`src/clock_fault_monitors_pkg.sv`:
```
package clock_fault_monitors_pkg;

  // apb register byte offsets
  localparam logic [7:0] MAIN_CFG_OFFSET   = 8'h00;
  localparam logic [7:0] HF_CTRL_OFFSET    = 8'h04;
  localparam logic [7:0] CLK_STATUS_OFFSET = 8'h08;
  localparam logic [7:0] INT_STATUS_OFFSET = 8'h0c;
  localparam logic [7:0] INT_MASK_OFFSET   = 8'h10;

  // main_clock_config_reg fields
  localparam int          DEAD_CHECK_BIT    = 0;
  localparam int          WINDOW_LSB        = 4;
  localparam int          WINDOW_W          = 4;
  localparam logic [3:0]  WINDOW_MIN        = 4'h1;
  localparam logic [3:0]  WINDOW_MAX        = 4'hc;
  localparam logic [3:0]  WINDOW_RESET      = 4'hc;

  // hf control fields
  localparam int          HF_START_BIT      = 0;
  localparam int          HF_SRC_BIT        = 1;

  // clock_status_reg fields
  localparam int          GOOD_BIT          = 0;
  localparam int          DEAD_BIT          = 1;
  localparam int          MON_ACTIVE_BIT    = 2;
  localparam int          SETTLING_BIT      = 3;

  // interrupt status / mask fields
  localparam int          IRQ_W             = 3;
  localparam int          IRQ_GOOD_BIT      = 0;
  localparam int          IRQ_DEAD_BIT      = 1;
  localparam int          IRQ_FAULT_BIT     = 2;

  // timing
  localparam int          CLK_PERIOD_NS     = 50;
  localparam int          HF_SETTLE_NS      = 500000;
  localparam int          HF_SETTLE_CYCLES  = (HF_SETTLE_NS + CLK_PERIOD_NS - 1) / CLK_PERIOD_NS;
  localparam int          SETTLE_W          = 20;
  localparam int          HF_MIN_EDGES      = 4;
  localparam int          EDGE_CNT_W        = 3;
  localparam int          BOOT_RESET_NS     = 800;
  localparam int          BOOT_RESET_CYCLES = (BOOT_RESET_NS + CLK_PERIOD_NS - 1) / CLK_PERIOD_NS;
  localparam int          BOOT_CNT_W        = 5;

  typedef enum logic [1:0] {
    HF_IDLE   = 2'b00,
    HF_SETTLE = 2'b01,
    HF_GOOD   = 2'b10,
    HF_DEAD   = 2'b11
  } hf_state_e;

endpackage

```
`src/clock_fault_monitors.sv`:
```
// The APB slave port and the register addresses are this design's own decisions.
`timescale 1ns/10ps
module clock_fault_monitors
  import clock_fault_monitors_pkg::*;
#(
  parameter int SETTLE_CYCLES = HF_SETTLE_CYCLES
) (
  // clock and reset
  input  wire logic        core_clk,
  input  wire logic        rstn,
  // apb slave
  input  wire logic        psel,
  input  wire logic        penable,
  input  wire logic        pwrite,
  input  wire logic [7:0]  paddr,
  input  wire logic [31:0] pwdata,
  output logic             pready,
  output logic [31:0]      prdata,
  output logic             pslverr,
  // supervised clocks, sampled levels
  input  wire logic        low_freq_clock,
  input  wire logic        mainClockActivity,
  input  wire logic        hf_crystal_osc,
  input  wire logic        hf_clock_input_pin,
  // operating mode
  input  wire logic        deep_standby_mode,
  input  wire logic        shutdownMode,
  // system outputs
  output logic             boot_reset,
  output logic             hfClockSelectOk,
  output logic             hfCrystalEnable,
  output logic             hfSourceSelect,
  output logic             irq
);

  // register state
  logic                main_clock_dead_check_en;
  logic [WINDOW_W-1:0] windowSetting;
  logic                hfSrcPin;
  logic                hf_clock_good_flag;
  logic                hf_clock_dead_flag;
  logic [IRQ_W-1:0]    intStatus;
  logic [IRQ_W-1:0]    intMask;

  // bus decode
  logic accessDone;
  logic wrDone;
  logic rdDone;
  logic mapped;
  logic [31:0] next_prdata;
  logic monActive;
  logic settleBusy;

  assign accessDone = psel & penable & pready;
  assign wrDone     = accessDone & pwrite;
  assign rdDone     = accessDone & ~pwrite;

  always_comb begin
    mapped = 1'b1;
    next_prdata = 32'h0000_0000;
    case (paddr)
      MAIN_CFG_OFFSET: begin
        next_prdata[DEAD_CHECK_BIT] = main_clock_dead_check_en;
        next_prdata[WINDOW_LSB +: WINDOW_W] = windowSetting;
      end
      HF_CTRL_OFFSET: begin
        next_prdata[HF_START_BIT] = hfCrystalEnable;
        next_prdata[HF_SRC_BIT]   = hfSrcPin;
      end
      CLK_STATUS_OFFSET: begin
        next_prdata[GOOD_BIT]       = hf_clock_good_flag;
        next_prdata[DEAD_BIT]       = hf_clock_dead_flag;
        next_prdata[MON_ACTIVE_BIT] = monActive;
        next_prdata[SETTLING_BIT]   = settleBusy;
      end
      INT_STATUS_OFFSET: next_prdata[IRQ_W-1:0] = intStatus;
      INT_MASK_OFFSET:   next_prdata[IRQ_W-1:0] = intMask;
      default:           mapped = 1'b0;
    endcase
  end

  // one wait state: data and error are registered on the same edge as pready
  always_ff @(posedge core_clk or negedge rstn) begin
    if (!rstn) begin
      pready  <= 1'b0;
      prdata  <= 32'h0000_0000;
      pslverr <= 1'b0;
    end else begin
      pready  <= psel & penable & ~pready;
      if (psel & penable & ~pready) begin
        prdata  <= pwrite ? 32'h0000_0000 : next_prdata;
        pslverr <= ~mapped;
      end else begin
        pslverr <= 1'b0;
      end
    end
  end

  // main clock configuration
  logic [WINDOW_W-1:0] wrWindow;

  always_comb begin
    wrWindow = pwdata[WINDOW_LSB +: WINDOW_W];
    if (wrWindow < WINDOW_MIN) begin
      wrWindow = WINDOW_MIN;
    end else if (wrWindow > WINDOW_MAX) begin
      wrWindow = WINDOW_MAX;
    end
  end

  always_ff @(posedge core_clk or negedge rstn) begin
    if (!rstn) begin
      main_clock_dead_check_en <= 1'b0;
      windowSetting            <= WINDOW_RESET;
    end else if (wrDone && paddr == MAIN_CFG_OFFSET) begin
      main_clock_dead_check_en <= pwdata[DEAD_CHECK_BIT];
      windowSetting            <= wrWindow;
    end
  end

  // main clock activity monitor
  logic                  lfRise;
  logic                  mainRise;
  logic [WINDOW_W-1:0]   idleCount;
  logic                  mainFault;
  logic [BOOT_CNT_W-1:0] bootCount;

  activity_edge lfEdge (
    .core_clk (core_clk),
    .rstn     (rstn),
    .sig      (low_freq_clock),
    .rise     (lfRise)
  );

  activity_edge mainEdge (
    .core_clk (core_clk),
    .rstn     (rstn),
    .sig      (mainClockActivity),
    .rise     (mainRise)
  );

  // relies on software enabling only once the slow clock runs
  assign monActive = main_clock_dead_check_en & ~deep_standby_mode & ~shutdownMode;
  assign mainFault = monActive & lfRise & ~mainRise & (idleCount == windowSetting - 1'b1);

  // counts slow-clock edges since the last main-clock edge
  always_ff @(posedge core_clk or negedge rstn) begin
    if (!rstn) begin
      idleCount <= '0;
    end else if (!monActive || mainRise || mainFault || bootCount != '0) begin
      idleCount <= '0;
    end else if (lfRise) begin
      idleCount <= idleCount + 1'b1;
    end
  end

  // boot reset pulse, stretched so the reset tree sees it
  always_ff @(posedge core_clk or negedge rstn) begin
    if (!rstn) begin
      bootCount  <= '0;
      boot_reset <= 1'b0;
    end else begin
      if (mainFault) begin
        bootCount  <= BOOT_CNT_W'(BOOT_RESET_CYCLES);
        boot_reset <= 1'b1;
      end else if (bootCount != '0) begin
        bootCount  <= bootCount - 1'b1;
        boot_reset <= (bootCount != BOOT_CNT_W'(1));
      end else begin
        boot_reset <= 1'b0;
      end
    end
  end

  // high-frequency start-up monitor
  logic startReq;
  logic settleDone;
  logic hfSampled;
  logic hfRise;
  logic [EDGE_CNT_W-1:0] edgeCount;
  logic activitySeen;

  // crystal start, or a change of source to the pin, begins an attempt
  assign startReq = wrDone && paddr == HF_CTRL_OFFSET &&
                    ((pwdata[HF_START_BIT] & ~pwdata[HF_SRC_BIT]) ||
                     (pwdata[HF_SRC_BIT] & ~hfSrcPin));

  always_ff @(posedge core_clk or negedge rstn) begin
    if (!rstn) begin
      hfCrystalEnable <= 1'b0;
      hfSrcPin        <= 1'b0;
      hfSourceSelect  <= 1'b0;
    end else begin
      if (wrDone && paddr == HF_CTRL_OFFSET) begin
        hfCrystalEnable <= pwdata[HF_START_BIT];
        hfSrcPin        <= pwdata[HF_SRC_BIT];
      end
      hfSourceSelect <= hfSrcPin;
    end
  end

  assign hfSampled = hfSrcPin ? hf_clock_input_pin : hf_crystal_osc;

  activity_edge hfEdge (
    .core_clk (core_clk),
    .rstn     (rstn),
    .sig      (hfSampled),
    .rise     (hfRise)
  );

  settle_timer #(
    .WIDTH (SETTLE_W),
    .COUNT (SETTLE_CYCLES)
  ) hfSettle (
    .core_clk (core_clk),
    .rstn     (rstn),
    .start    (startReq),
    .busy     (settleBusy),
    .done     (settleDone)
  );

  // a stuck input gives no edges; a few edges avoid taking one glitch as life
  always_ff @(posedge core_clk or negedge rstn) begin
    if (!rstn) begin
      edgeCount <= '0;
    end else if (startReq) begin
      edgeCount <= '0;
    end else if (settleBusy && hfRise && !activitySeen) begin
      edgeCount <= edgeCount + 1'b1;
    end
  end

  assign activitySeen = (edgeCount >= EDGE_CNT_W'(HF_MIN_EDGES));

  hf_state_e hfState;

  always_ff @(posedge core_clk or negedge rstn) begin
    if (!rstn) begin
      hfState            <= HF_IDLE;
      hf_clock_good_flag <= 1'b0;
      hf_clock_dead_flag <= 1'b0;
    end else if (startReq) begin
      hfState            <= HF_SETTLE;
      hf_clock_good_flag <= 1'b0;
      hf_clock_dead_flag <= 1'b0;
    end else begin
      case (hfState)
        HF_SETTLE: begin
          if (settleDone) begin
            hfState            <= activitySeen ? HF_GOOD : HF_DEAD;
            hf_clock_good_flag <= activitySeen;
            hf_clock_dead_flag <= ~activitySeen;
          end
        end
        HF_IDLE, HF_GOOD, HF_DEAD: begin
          hfState <= hfState;
        end
        default: begin
          hfState <= HF_IDLE;
        end
      endcase
    end
  end

  // only a confirmed start lets the clock be selected
  always_ff @(posedge core_clk or negedge rstn) begin
    if (!rstn) begin
      hfClockSelectOk <= 1'b0;
    end else begin
      hfClockSelectOk <= hf_clock_good_flag & ~startReq;
    end
  end

  // interrupts: sticky, cleared by reading, a new event wins over the clear
  logic [IRQ_W-1:0] events;
  logic [IRQ_W-1:0] next_intStatus;

  assign events[IRQ_GOOD_BIT]  = settleDone & activitySeen & (hfState == HF_SETTLE) & ~startReq;
  assign events[IRQ_DEAD_BIT]  = settleDone & ~activitySeen & (hfState == HF_SETTLE) & ~startReq;
  assign events[IRQ_FAULT_BIT] = mainFault;

  // irq follows the same next value, so a clear never hides a fresh event
  always_comb begin
    next_intStatus = intStatus | events;
    if (rdDone && paddr == INT_STATUS_OFFSET) begin
      next_intStatus = events;
    end
  end

  always_ff @(posedge core_clk or negedge rstn) begin
    if (!rstn) begin
      intStatus <= '0;
    end else begin
      intStatus <= next_intStatus;
    end
  end

  always_ff @(posedge core_clk or negedge rstn) begin
    if (!rstn) begin
      intMask <= '0;
    end else if (wrDone && paddr == INT_MASK_OFFSET) begin
      intMask <= pwdata[IRQ_W-1:0];
    end
  end

  always_ff @(posedge core_clk or negedge rstn) begin
    if (!rstn) begin
      irq <= 1'b0;
    end else begin
      irq <= |(next_intStatus & intMask);
    end
  end

endmodule

```
`src/activity_edge.sv`:
```
`timescale 1ns/10ps
module activity_edge (
  // clock and reset
  input  wire logic core_clk,
  input  wire logic rstn,
  // sampled signal and its rising edge
  input  wire logic sig,
  output logic      rise
);

  logic last;

  always_ff @(posedge core_clk or negedge rstn) begin
    if (!rstn) begin
      last <= 1'b0;
    end else begin
      last <= sig;
    end
  end

  assign rise = sig & ~last;

endmodule

```
`src/settle_timer.sv`:
```
`timescale 1ns/10ps
module settle_timer #(
  parameter int WIDTH = 20,
  parameter int COUNT = 10000
) (
  // clock and reset
  input  wire logic core_clk,
  input  wire logic rstn,
  // control
  input  wire logic start,
  output logic      busy,
  output logic      done
);

  logic [WIDTH-1:0] count;

  // a start while busy restarts the interval
  always_ff @(posedge core_clk or negedge rstn) begin
    if (!rstn) begin
      count <= '0;
      busy  <= 1'b0;
      done  <= 1'b0;
    end else begin
      done <= 1'b0;
      if (start) begin
        count <= WIDTH'(COUNT - 1);
        busy  <= 1'b1;
      end else if (busy) begin
        if (count == '0) begin
          busy <= 1'b0;
          done <= 1'b1;
        end else begin
          count <= count - 1'b1;
        end
      end
    end
  end

endmodule

```
`config.mk`:
```
export PLATFORM = sky130hd
export DESIGN_NAME = clock_fault_monitors
export DESIGN_NICKNAME = d
export VERILOG_FILES = /design/src/clock_fault_monitors_pkg.sv /design/src/clock_fault_monitors.sv /design/src/activity_edge.sv /design/src/settle_timer.sv
export SDC_FILE = /design/constraint.sdc
export NUM_CORES = 1
export LEC_CHECK = 0
export BUFFER_PORTS_ARGS = -buffer_cell sky130_fd_sc_hd__buf_2
export CAP_MARGIN = 20
export CORE_MARGIN = 2
export CORE_UTILIZATION = 49
export CTS_CLUSTER_SIZE = 16
export DETAILED_ROUTE_END_ITERATION = 7
export GPL_TIMING_DRIVEN = 0
export PLACE_DENSITY = 0.77
export SETUP_SLACK_MARGIN = 0.15
export SLEW_MARGIN = 20
export SYNTH_ARGS = -nofsm -noshare
export SYNTH_HDL_FRONTEND = slang
export SYNTH_HIERARCHICAL = 1
export SYNTH_SLANG_ARGS = --single-unit
export TNS_END_PERCENT = 100
```
`constraint.sdc`:
```
create_clock -name core_clk -period 2.4 [get_ports core_clk]
set_input_delay 0 -clock core_clk [delete_from_list [all_inputs] [get_ports core_clk]]
set_output_delay 0 -clock core_clk [all_outputs]
set_load 0.02 [all_outputs]
```
### After elaboration in Yosys (flattened, before gate mapping)

Index checks and enable logic that the tools add are counted.

* output and inout port bits: 39
* flip-flop bits (word level): 92
* word-level logic and storage cells: 150
* bits of input ports: 51

* eq/ne operators: 12
* multiplexer cells: 39
* reductions and logical operators: 29
* magnitude comparators: 3
* bitwise operators: 37
* $add $sub $neg: 5

Operator list (count)
* 20-bit 2-to-1 mux: 3
* 1-bit AND: 22
* 20-bit zero test: 1
* 4-bit 2-to-1 mux: 5
* 20-bit by 1-bit subtractor with 20-bit output (second input constant): 1
* 1-bit 2-to-1 mux: 19
* 8-bit by 4-bit == test with 1-bit output (second input constant): 2
* 1-bit inverter: 13
* 2-bit nonzero test: 6
* 5-bit 2-to-1 mux: 2
* 3-bit 2-to-1 mux: 3
* 8-bit by 3-bit == test with 1-bit output (second input constant): 1
* 8-bit by 5-bit == test with 1-bit output (second input constant): 1
* 8-bit zero test: 1
* 8-bit 2-to-1 mux: 1
* 1-bit logical AND: 7
* 2-bit 2-to-1 mux: 3
* 2-bit AND reduction: 3
* 3-bit OR reduction: 2
* 5-bit by 1-bit inequality test with 1-bit output (second input constant): 1
* 1-bit one-hot mux with 5 select lines: 1
* 5-bit nonzero test: 1
* 5-bit OR reduction: 1
* 5-bit by 1-bit subtractor with 5-bit output (second input constant): 1
* 18 further kinds: 24

### Depth between registers and ports, before layout

Gate-level depths: netlist of the first run.

* depth after elaboration: 11
* mapped depth: 10
* mapped depth without buffers: 6

### Cells and area by module

The synthesis of the first run kept the hierarchy.

By module, submodules not included
* clock_fault_monitors: cells each 215, area an instance 2347.3 um^2, seq. area each 1078.5 um^2, instances 1
* settle_timer: cells each 136, area an instance 1302.5 um^2, seq. area each 550.5 um^2, instances 1
* activity_edge: cells each 2, area an instance 38.8 um^2, seq. area each 25.0 um^2, instances 3

### Least setup slack after synthesis of the first run

Ideal clock, no wire load.

* kind: register -> register
* from: register pready
* to: register hfSettle.count[4]
* path buffers: 2
* cell stages (with the launch flop): 9
* required time: 2.275 ns
* arrival: 2.465 ns
* clock period less this slack: 2.590 ns
* path slack: -0.190 ns
* path through: dfrtp_1 > nor4b_1 > o2111a_1 > clkbuf_1 > nor4b_1 > and3_1 > buf_2 > a2111oi_0 > mux2_2

* cells in the longest elaborated chain, start to end: 6

RTL lines
* start, declared: RTL line clock_fault_monitors.sv:17 `output logic pready,`
* start signal, assigned: RTL line clock_fault_monitors.sv:89 `pready <= psel & penable & ~pready;`
* 1-bit AND *: RTL line clock_fault_monitors.sv:54 `assign accessDone = psel & penable & pready;`
* 1-bit AND *: RTL line clock_fault_monitors.sv:55 `assign wrDone = accessDone & pwrite;`
* 1-bit logical AND * (2 in a row): RTL line clock_fault_monitors.sv:184 `assign startReq = wrDone && paddr == HF_CTRL_OFFSET &&`
* named net startReq: RTL line clock_fault_monitors.sv:176 `logic startReq;`
* 2-bit inequality test (no source line) / 2-bit nonzero test (equally long branches)
* 2-bit AND reduction (no source line)
* end signal, assigned: RTL line settle_timer.sv:26 `count <= WIDTH'(COUNT - 1);`
* end signal, assigned: RTL line settle_timer.sv:33 `count <= count - 1'b1;`
* end, declared: RTL line settle_timer.sv:15 `logic [WIDTH-1:0] count;`

The timed path passes the listed nets; every way through them passes the cells marked *.
A chain may end at the register's enable or synchronous reset.

### Final worst setup path of the first run

* from: input pwdata[1]
* to: register hfSettle.count[14]

* cells in the longest elaborated chain, start to end: 6

RTL lines
* start, declared: RTL line clock_fault_monitors.sv:16 `input wire logic [31:0] pwdata,`
* 1-bit inverter: RTL line clock_fault_monitors.sv:185 `((pwdata[HF_START_BIT] & ~pwdata[HF_SRC_BIT]) ||`
* 1-bit AND: RTL line clock_fault_monitors.sv:185
* 1-bit logical OR *: RTL line clock_fault_monitors.sv:185
* 1-bit logical AND *: RTL line clock_fault_monitors.sv:184
* named net startReq: RTL line clock_fault_monitors.sv:176
* 2-bit inequality test (no source line) / 2-bit nonzero test (equally long branches)
* 2-bit AND reduction (no source line)

Marked as above.

==> results by group, run 1 <==
Worst hold path
  • HP Class: primary input to flop

Critical path
  • CP required: 2.63 ns
  • CP Depth: 10
  • Slowest cell on crit path: dlygate4sd3_1
  • Reg2reg path depth: 6
  • Arrival time at the worst endpoint: 2.40 ns
  • Critical path startpoint: pwdata[1]
  • Critical path's top delay family: buffers and inverters
  • CP Buf/Inv Count: 4
  • CP Capture Point: hfSettle/count[14]
  • Crit path kind: primary input to flop
  • CP peak stage delay: around 0.53 ns
  • Crit end category: flop
  • R2R Setup Slk: between 0.2 and 0.25 ns
  • RR Endpoint: boot_reset
  • FF-to-FF Start: windowSetting[0]
  • Worst Path Max Fanout: 7
  • CP cell instances: dlygate4sd3_1, buf_2, nor2b_1, o2111a_1, clkbuf_8, buf_4, nor3b_1, nand4b_1, and3_1, mux2_2
  • CP Launch Type: primary input

Logic synthesis
  • Synth area leader: dfrtp_1
  • Syn Area/Cell: 10.5 µm²
  • Yosys warnings: 6
  • Seq/Total Area, Yosys: 0.452
  • Synth top area share: 0.439
  • Post-synth EDFFs: 0
  • Ys flop type: dfrtp_1
  • Netlist cell types: 66
  • Asr flop ratio synth: 1.00
  • Mapped Cells: 357
  • Synth top area cells: dfrtp_1, mux2_2, buf_4
  • Post-Syn Area: 3770 µm²
  • Yosys reg bits: 68

STA
  • RSZ-0062 raised after global routing: yes
  • Worst Max-Slew Pin Slew: ~0.72 ns
  • Pins Over Slew Limit: 0
  • Setup ws final: 0.231 ns
  • Slew headroom: 0.517
  • Final worst-path cycle share: 0.904
  • Setup TNS Final: 0 ns
  • Final setup fails: 0
  • Clock skew: between 0.01 and 0.015 ns
  • Final min period: 2.17 ns
  • Fmax achieved: 461 MHz
  • Final hold violations: 0

Floorplan
  • Die width: 91.7 µm
  • Chip Height: 91.7 µm
  • Num rows: 31
  • Die area: roughly 8400 µm²
  • Core area: 7330 µm²
  • Starting Density: 0.514
  • IO Count: 90

Power
  • Pwr per Cell Area: 582 nW/µm²
  • Sw Ratio: 0.264
  • Max IR drop VDD: 0.290 mV
  • Comb pwr share: 0.154
  • Static Leak: approximately 2.2 nW
  • Reg power frac: 0.463
  • P_sw: 721 µW
  • Clk pwr share: 0.383
  • Internal: 2.01 mW

Routing
  • Final WL: 7.97 mm
  • Violation count after the first detailed-route iteration: 181
  • Wire per inst: 14.4 µm
  • Final ANT Viol Nets: 0
  • Avg Vias per Cell: 5.41
  • Vias: 2999
  • Drc violations: 0
  • First drt pass iteration count: 4

Placement
  • Inst Count DP: 520
  • Placed wire-length estimate: 5.44 mm
  • I/O Buffers: 40
  • RD Place Congestion: 0.836
  • Place WS: -0.0890 ns
  • Placed inst area: 4220 µm²

Global routing
  • GR Overflow Total: 0
  • Overall routing resource usage: 0.201
  • First-pass GRT wire length: 13.5 mm
  • Largest net degree at the start of global routing: 52
  • Number of global-route vias before repair: 2967
  • Initial antenna violation count: 0

Clocking
  • TritonCTS clock tree: done
  • CTS Buf Count: 9
  • H-tree levels: 3
  • CTS Sinks: 68
  • CTS max path bufs: 2
  • Root buffer cell: clkbuf_8
  • Reg clk slew, reported paths: 0.08 ns
  • Clock Latency Late Sink: roughly 0.35 ns

Layout
  • Filler Cells Inserted: 597
  • Non-filler cells, final: 554
  • Most frequent cells in the layout: dfrtp_1, buf_2, nor2_1
  • Final non-filler cell area: 4690 µm²
  • Ant. Diodes: 0
  • Area Growth Syn to Fin: 24.6%
  • Final nets: 510
  • Final Util: 0.640
  • Commonest non-fill, non-tap cell in the layout: dfrtp_1
  • Share of cells above drive strength 1: 0.303

Status
  • Status: complete, no violations

Flow run
  • Max Cap Viol: 0
==> metal layers <==
metal,GRT usage,part of all wire,vias to the layer above
met5,0,0,-
met4,0.0644,0.020,0
met3,0.0468,0.049,14
met2,0.352,0.50,84
met1,0.243,0.43,1457
li1,-,-,1444
==> through the flow <==
step	power, mW	hold WS, ns
final	2.73	0.0359
after global routing	2.88	0.0751
after CTS	2.75	0.0281
after detailed placement	1.67	-0.105
after global placement	1.66	0.127
after floorplan	1.56	-0.296
==> synth_stat cells (2+ instances only) <==
cell and number:
nand4b_1 3, and3_1 4, inv_1 12, mux2_2 18, nor4_1 4, ha_1 9
or2_2 2, nor3_1 9, clkbuf_1 7, buf_4 24, a22o_1 4, a32o_1 4
a21oi_1 16, nor2b_4 3, dfrtp_1 66, dfstp_2 2, a211oi_1 2, mux2i_1 11
xor2_1 4, nor2_1 37, nand2_1 11, nand3_1 7, o41ai_1 2, a21o_1 3
nor3b_1 4, xnor2_1 7, nor4b_1 5, or3b_2 2, or3_1 5, or4_1 3
o21ai_0 4, nor2b_1 13, o21a_1 2, nand3b_1 5, or4_4 2, nand4_1 3
o2bb2ai_1 2, buf_2 4, o31ai_1 3, o22ai_1 3
==> kinds of logic after synthesis <==
kind of cell	after synthesis	share of synthesized area
AO/OA/AOI/OAI	56	0.107
XOR/XNOR	11	0.0256
adder cells (fa/ha/maj)	9	0.0299
buffers and inverters	47	0.0721
flip-flops	68	0.452
multiplexers	29	0.0831
other	1	0.000996
AND/OR/NAND/NOR	136	0.229
==> registers in the layout (all words and copies together), names as in the netlist, 2 cells and up <==
name	cells
bootCount	5
edgeCount	3
hfSettle/count	20
hfState	2
idleCount	4
intMask	3
intStatus	3
prdata	8
windowSetting	4
==> worst reg2reg max path, stage by stage (launching register included) <==
cell and delay [ns]:
dfrtp_1 0.43, inv_1 0.07, ha_1 0.21, xnor2_1 0.16, xnor2_1 0.35, nor4b_4 0.13
or4b_2 0.68
==> power by group through the flow <==
stage / clock network (mW) / registers (mW) / logic [mW]
5_1_grt: 1.12 / 1.27 / 0.480
3_5_place_dp: 0 / 1.28 / 0.394
4_1_cts: 1.07 / 1.26 / 0.417
3_3_place_gp: 0 / 1.28 / 0.378
6_report: 1.05 / 1.26 / 0.420
2_1_floorplan: 0 / 1.28 / 0.274
==> how the worst min path moves through the flow <==
stage	cells past startpoint	start	end	slack [ns]
6_report	3	paddr[1]	pslverr	0.04
5_1_grt	3	paddr[1]	pslverr	0.08
2_1_floorplan	0	rstn	bootCount[0]	-0.30
4_1_cts	3	paddr[1]	pslverr	0.03
3_3_place_gp	1	mainClockActivity	mainEdge/last	0.13
3_5_place_dp	1	rstn	windowSetting[0]	-0.11
==> layout make-up <==
class,count,area (µm²),share of cell area
Buffer,35,249,0.0531
Clock buffer,10,138,0.0293
Timing Repair Buffer,59,395,0.0843
Tap cell,99,124,0.0264
Sequential cell,68,1710,0.364
Inverter,12,45.0,0.00960
Clock inverter,6,87.6,0.0187
Multi-Input combinational cell,265,1950,0.415
==> what timing repair did <==
action                                  4_1_cts  5_1_grt
endpoints found under the hold margin        80        0
resized for setup                             8       10
hold buffers                                 12        0
buffers inserted                              4        2
endpoints found under the setup margin       23       21
pin swaps                                     1        2
No activity file was read; power rests on OpenSTA's default activity.
==> run 2, diff against run 1 <==
CELL_PAD_IN_SITES_DETAIL_PLACEMENT = 0   (was not set)
CELL_PAD_IN_SITES_GLOBAL_PLACEMENT = 2   (was not set)
CORE_UTILIZATION = 30   (was 49)
PLACE_DENSITY = not set   (was 0.77)
PLACE_DENSITY_LB_ADDON = 0.1   (was not set)
==> run 2 against run 1 <==
Net effect:
- combinational power is essentially flat
- register-to-register slack lost 0.03 ns
- sequential share of layout area shrank 1.4 points
- non-clock buffer count grew 2
- total power grew 11%
- utilization shrank 24 points
- via count shrank 3.3%
- first-iteration DRC count shrank 25%
- count of clock-buffer cells in the layout grew 5
- worst hold slack gained 0.024 ns
- global-route usage shrank 5.9 points
- largest cell class unchanged
==> results by group, run 2 (same netlist as run 1, synthesis figures left out) <==
STA
  • RSZ-0062 raised after global routing: yes (unchanged)
  • Clock skew: 0.00842 ns (was 0.0135 ns)
  • Pins Over Slew Limit: 0 (unchanged)
  • Final worst-path cycle share: 0.914 (was 0.904)
  • Final hold violations: 0 (unchanged)
  • Final min period: 2.19 ns (was 2.17 ns)
  • Setup TNS Final: 0 ns (unchanged)
  • Slew headroom: 0.438 (was 0.517)
  • Final setup fails: 0 (unchanged)
  • Fmax achieved: 456 MHz (was 461 MHz)
  • Worst Max-Slew Pin Slew: 0.833 ns (was 0.719 ns)

Power
  • Reg power frac: 0.419 (was 0.463)
  • Comb pwr share: 0.139 (was 0.154)
  • Pwr per Cell Area: 620 nW/µm² (was 582 nW/µm²)
  • P_sw: 763 µW (was 721 µW)
  • Clk pwr share: 0.442 (was 0.383)
  • Internal: 2.26 mW (was 2.01 mW)
  • Sw Ratio: 0.252 (was 0.264)
  • Static Leak: 2.20 nW (was 2.15 nW)
  • Max IR drop VDD: 0.274 mV (was 0.290 mV)

Critical path
  • CP peak stage delay: 0.75 ns (was 0.53 ns)
  • Slowest cell on crit path: nor4b_2 (was dlygate4sd3_1)
  • Worst Path Max Fanout: 8 (was 7)
  • CP required: 2.66 ns (was 2.63 ns)
  • FF-to-FF Start: windowSetting[0] (unchanged)
  • CP cell instances: inv_1, ha_1, xor2_1, nand3_1, nor4b_2, or4b_2 (was dlygate4sd3_1, buf_2, nor2b_1, o2111a_1, clkbuf_8, buf_4, nor3b_1, nand4b_1, and3_1, mux2_2)
  • R2R Setup Slk: 0.21 ns (was 0.23 ns)
  • CP Capture Point: boot_reset (was hfSettle/count[14])
  • CP Depth: 6 (was 10)
  • Crit path kind: flop to flop (was primary input to flop)
  • Critical path startpoint: windowSetting[0] (was pwdata[1])
  • RR Endpoint: boot_reset (unchanged)
  • Critical path's top delay family: simple AND/OR/NAND/NOR gates (was buffers and inverters)
  • Arrival time at the worst endpoint: 2.46 ns (was 2.40 ns)
  • CP Launch Type: flop (was primary input)
  • Reg2reg path depth: 6 (unchanged)
  • Crit end category: flop (unchanged)
  • CP Buf/Inv Count: 1 (was 4)

Routing
  • Drc violations: 0 (unchanged)
  • Vias: 2901 (was 2999)
  • Violation count after the first detailed-route iteration: 136 (was 181)
  • First drt pass iteration count: 4 (unchanged)
  • Final ANT Viol Nets: 0 (unchanged)
  • Top layer used by detailed routing: met4 (unchanged)
  • Met1 WL: 4.52 mm (was 3.44 mm)
  • Avg Vias per Cell: 4.64 (was 5.41)
  • Routed met3 length: 384 µm (was 392 µm)
  • Wire per inst: 14.2 µm (was 14.4 µm)
  • Met2 wire len: 3.88 mm (was 3.99 mm)
  • Final WL: 8.86 mm (was 7.97 mm)

Layout
  • Filler Cells Inserted: 1251 (was 597)
  • Final nets: 512 (was 510)
  • Non-filler cells, final: 625 (was 554)
  • Largest regs: hfSettle/count x20, prdata x8, bootCount x5 (unchanged)
  • Commonest non-fill, non-tap cell in the layout: dfrtp_1 (unchanged)
  • Most frequent cells in the layout: dfrtp_1, buf_2, nor2_1 (unchanged)
  • Largest Register: hfSettle/count (unchanged)
  • Share of cells above drive strength 1: 0.309 (was 0.303)
  • Ant. Diodes: 0 (unchanged)
  • Area Growth Syn to Fin: 29.7% (was 24.6%)
  • Max reg flops: 20 (unchanged)

Status
  • Status: complete, no violations (unchanged)

Clocking
  • Root buffer cell: clkbuf_16 (was clkbuf_8)
  • Clock Latency Late Sink: 0.33 ns (was 0.35 ns)
  • CTS Sinks: 68 (unchanged)
  • Reg clk slew, reported paths: 0.05 ns (was 0.08 ns)
  • CTS max path bufs: 2 (unchanged)
  • CTS Buf Count: 9 (unchanged)
  • H-tree levels: 3 (unchanged)
  • TritonCTS clock tree: done (unchanged)

Floorplan
  • IO Count: 90 (unchanged)
  • Num rows: 40 (was 31)
  • Core area: 12100 µm² (was 7330 µm²)
  • Die area: 13500 µm² (was 8400 µm²)
  • Chip Height: 116 µm (was 91.7 µm)
  • Die width: 116 µm (was 91.7 µm)
  • Starting Density: 0.311 (was 0.514)

Global routing
  • Number of global-route vias before repair: 2923 (was 2967)
  • Overall routing resource usage: 0.142 (was 0.201)
  • Initial antenna violation count: 0 (unchanged)
  • GR Overflow Total: 0 (unchanged)
  • Largest net degree at the start of global routing: 44 (was 52)
  • First-pass GRT wire length: 14.7 mm (was 13.5 mm)

Flow run
  • Max Cap Viol: 0 (unchanged)

Placement
  • Placed wire-length estimate: 6.35 mm (was 5.44 mm)
  • RD Place Congestion: 0.723 (was 0.836)
  • Inst Count DP: 589 (was 520)
  • I/O Buffers: 40 (unchanged)

Worst hold path
  • HP Class: primary input to flop (unchanged)
[run 2: layout make-up]
type | count | area, µm² | area share
buffer | 35 | 264 | 0.0540
clock buffer | 15 | 268 | 0.0548
clock inverter | 1 | 30.0 | 0.00615
inverter | 12 | 45.0 | 0.00922
multi-input combinational | 265 | 1950 | 0.399
sequential | 68 | 1710 | 0.350
tap | 168 | 210 | 0.0430
timing repair buffer | 61 | 410 | 0.0840
[run 2: power groups by stage]
| stage | Combinational [mW] | Sequential (mW) | Clock, mW |
|---|---|---|---|
| after detailed placement | 0.400 | 1.28 | 0 |
| after global routing | 0.473 | 1.28 | 1.43 |
| final | 0.420 | 1.27 | 1.34 |
| after CTS | 0.422 | 1.27 | 1.37 |
| after global placement | 0.394 | 1.28 | 0 |
| after floorplan | 0.274 | 1.28 | 0 |
[run 2: layer usage]
metal,vias to the layer above,GRT usage
met1,1393,0.193
met3,6,0.0377
met5,-,0
met2,57,0.218
li1,1445,-
met4,0,0.0500
[run 2: worst min-delay path by stage]
stage	start	endpoint	slack, ns	cells past startpoint
2_1_floorplan	rstn	bootCount[0]	-0.30	0
3_3_place_gp	mainClockActivity	mainEdge/last	0.13	1
3_5_place_dp	rstn	prdata[0]	-0.06	1
4_1_cts	paddr[1]	pslverr	0.06	3
5_1_grt	paddr[1]	pslverr	0.07	3
6_report	paddr[1]	pslverr	0.06	3
[run 2: worst register-to-register path, delay by kind of cell (launching register included)]
kind,cells,cell delay [ns]
xor+xnor,1,0.15
fa+ha+maj,1,0.30
buf+inv,1,0.07
flops,1,0.44
simple gates,3,1.17
[run 2: what timing repair did]
action,in CTS,in global routing
resized for setup,12,10
endpoints found under the hold margin,80,0
gates cloned,0,0
hold buffers,12,0
setup endpoints to repair,25,31
setup buffers,4,4
pin swaps,1,2
[run 2: metrics by stage]
stage	hold slack (ns)	total power [mW]	area (µm²)	setup WS (ns)	utilization
6_report	0.0599	3.03	4880	0.206	0.403
3_3_place_gp	0.127	1.68	4280	-0.212	0.353
3_5_place_dp	-0.0593	1.68	4310	-0.222	0.356
2_1_floorplan	-0.296	1.56	3870	0.161	-
4_1_cts	0.0555	3.06	4820	0.153	0.398
5_1_grt	0.0712	3.18	4880	0.00832	0.403
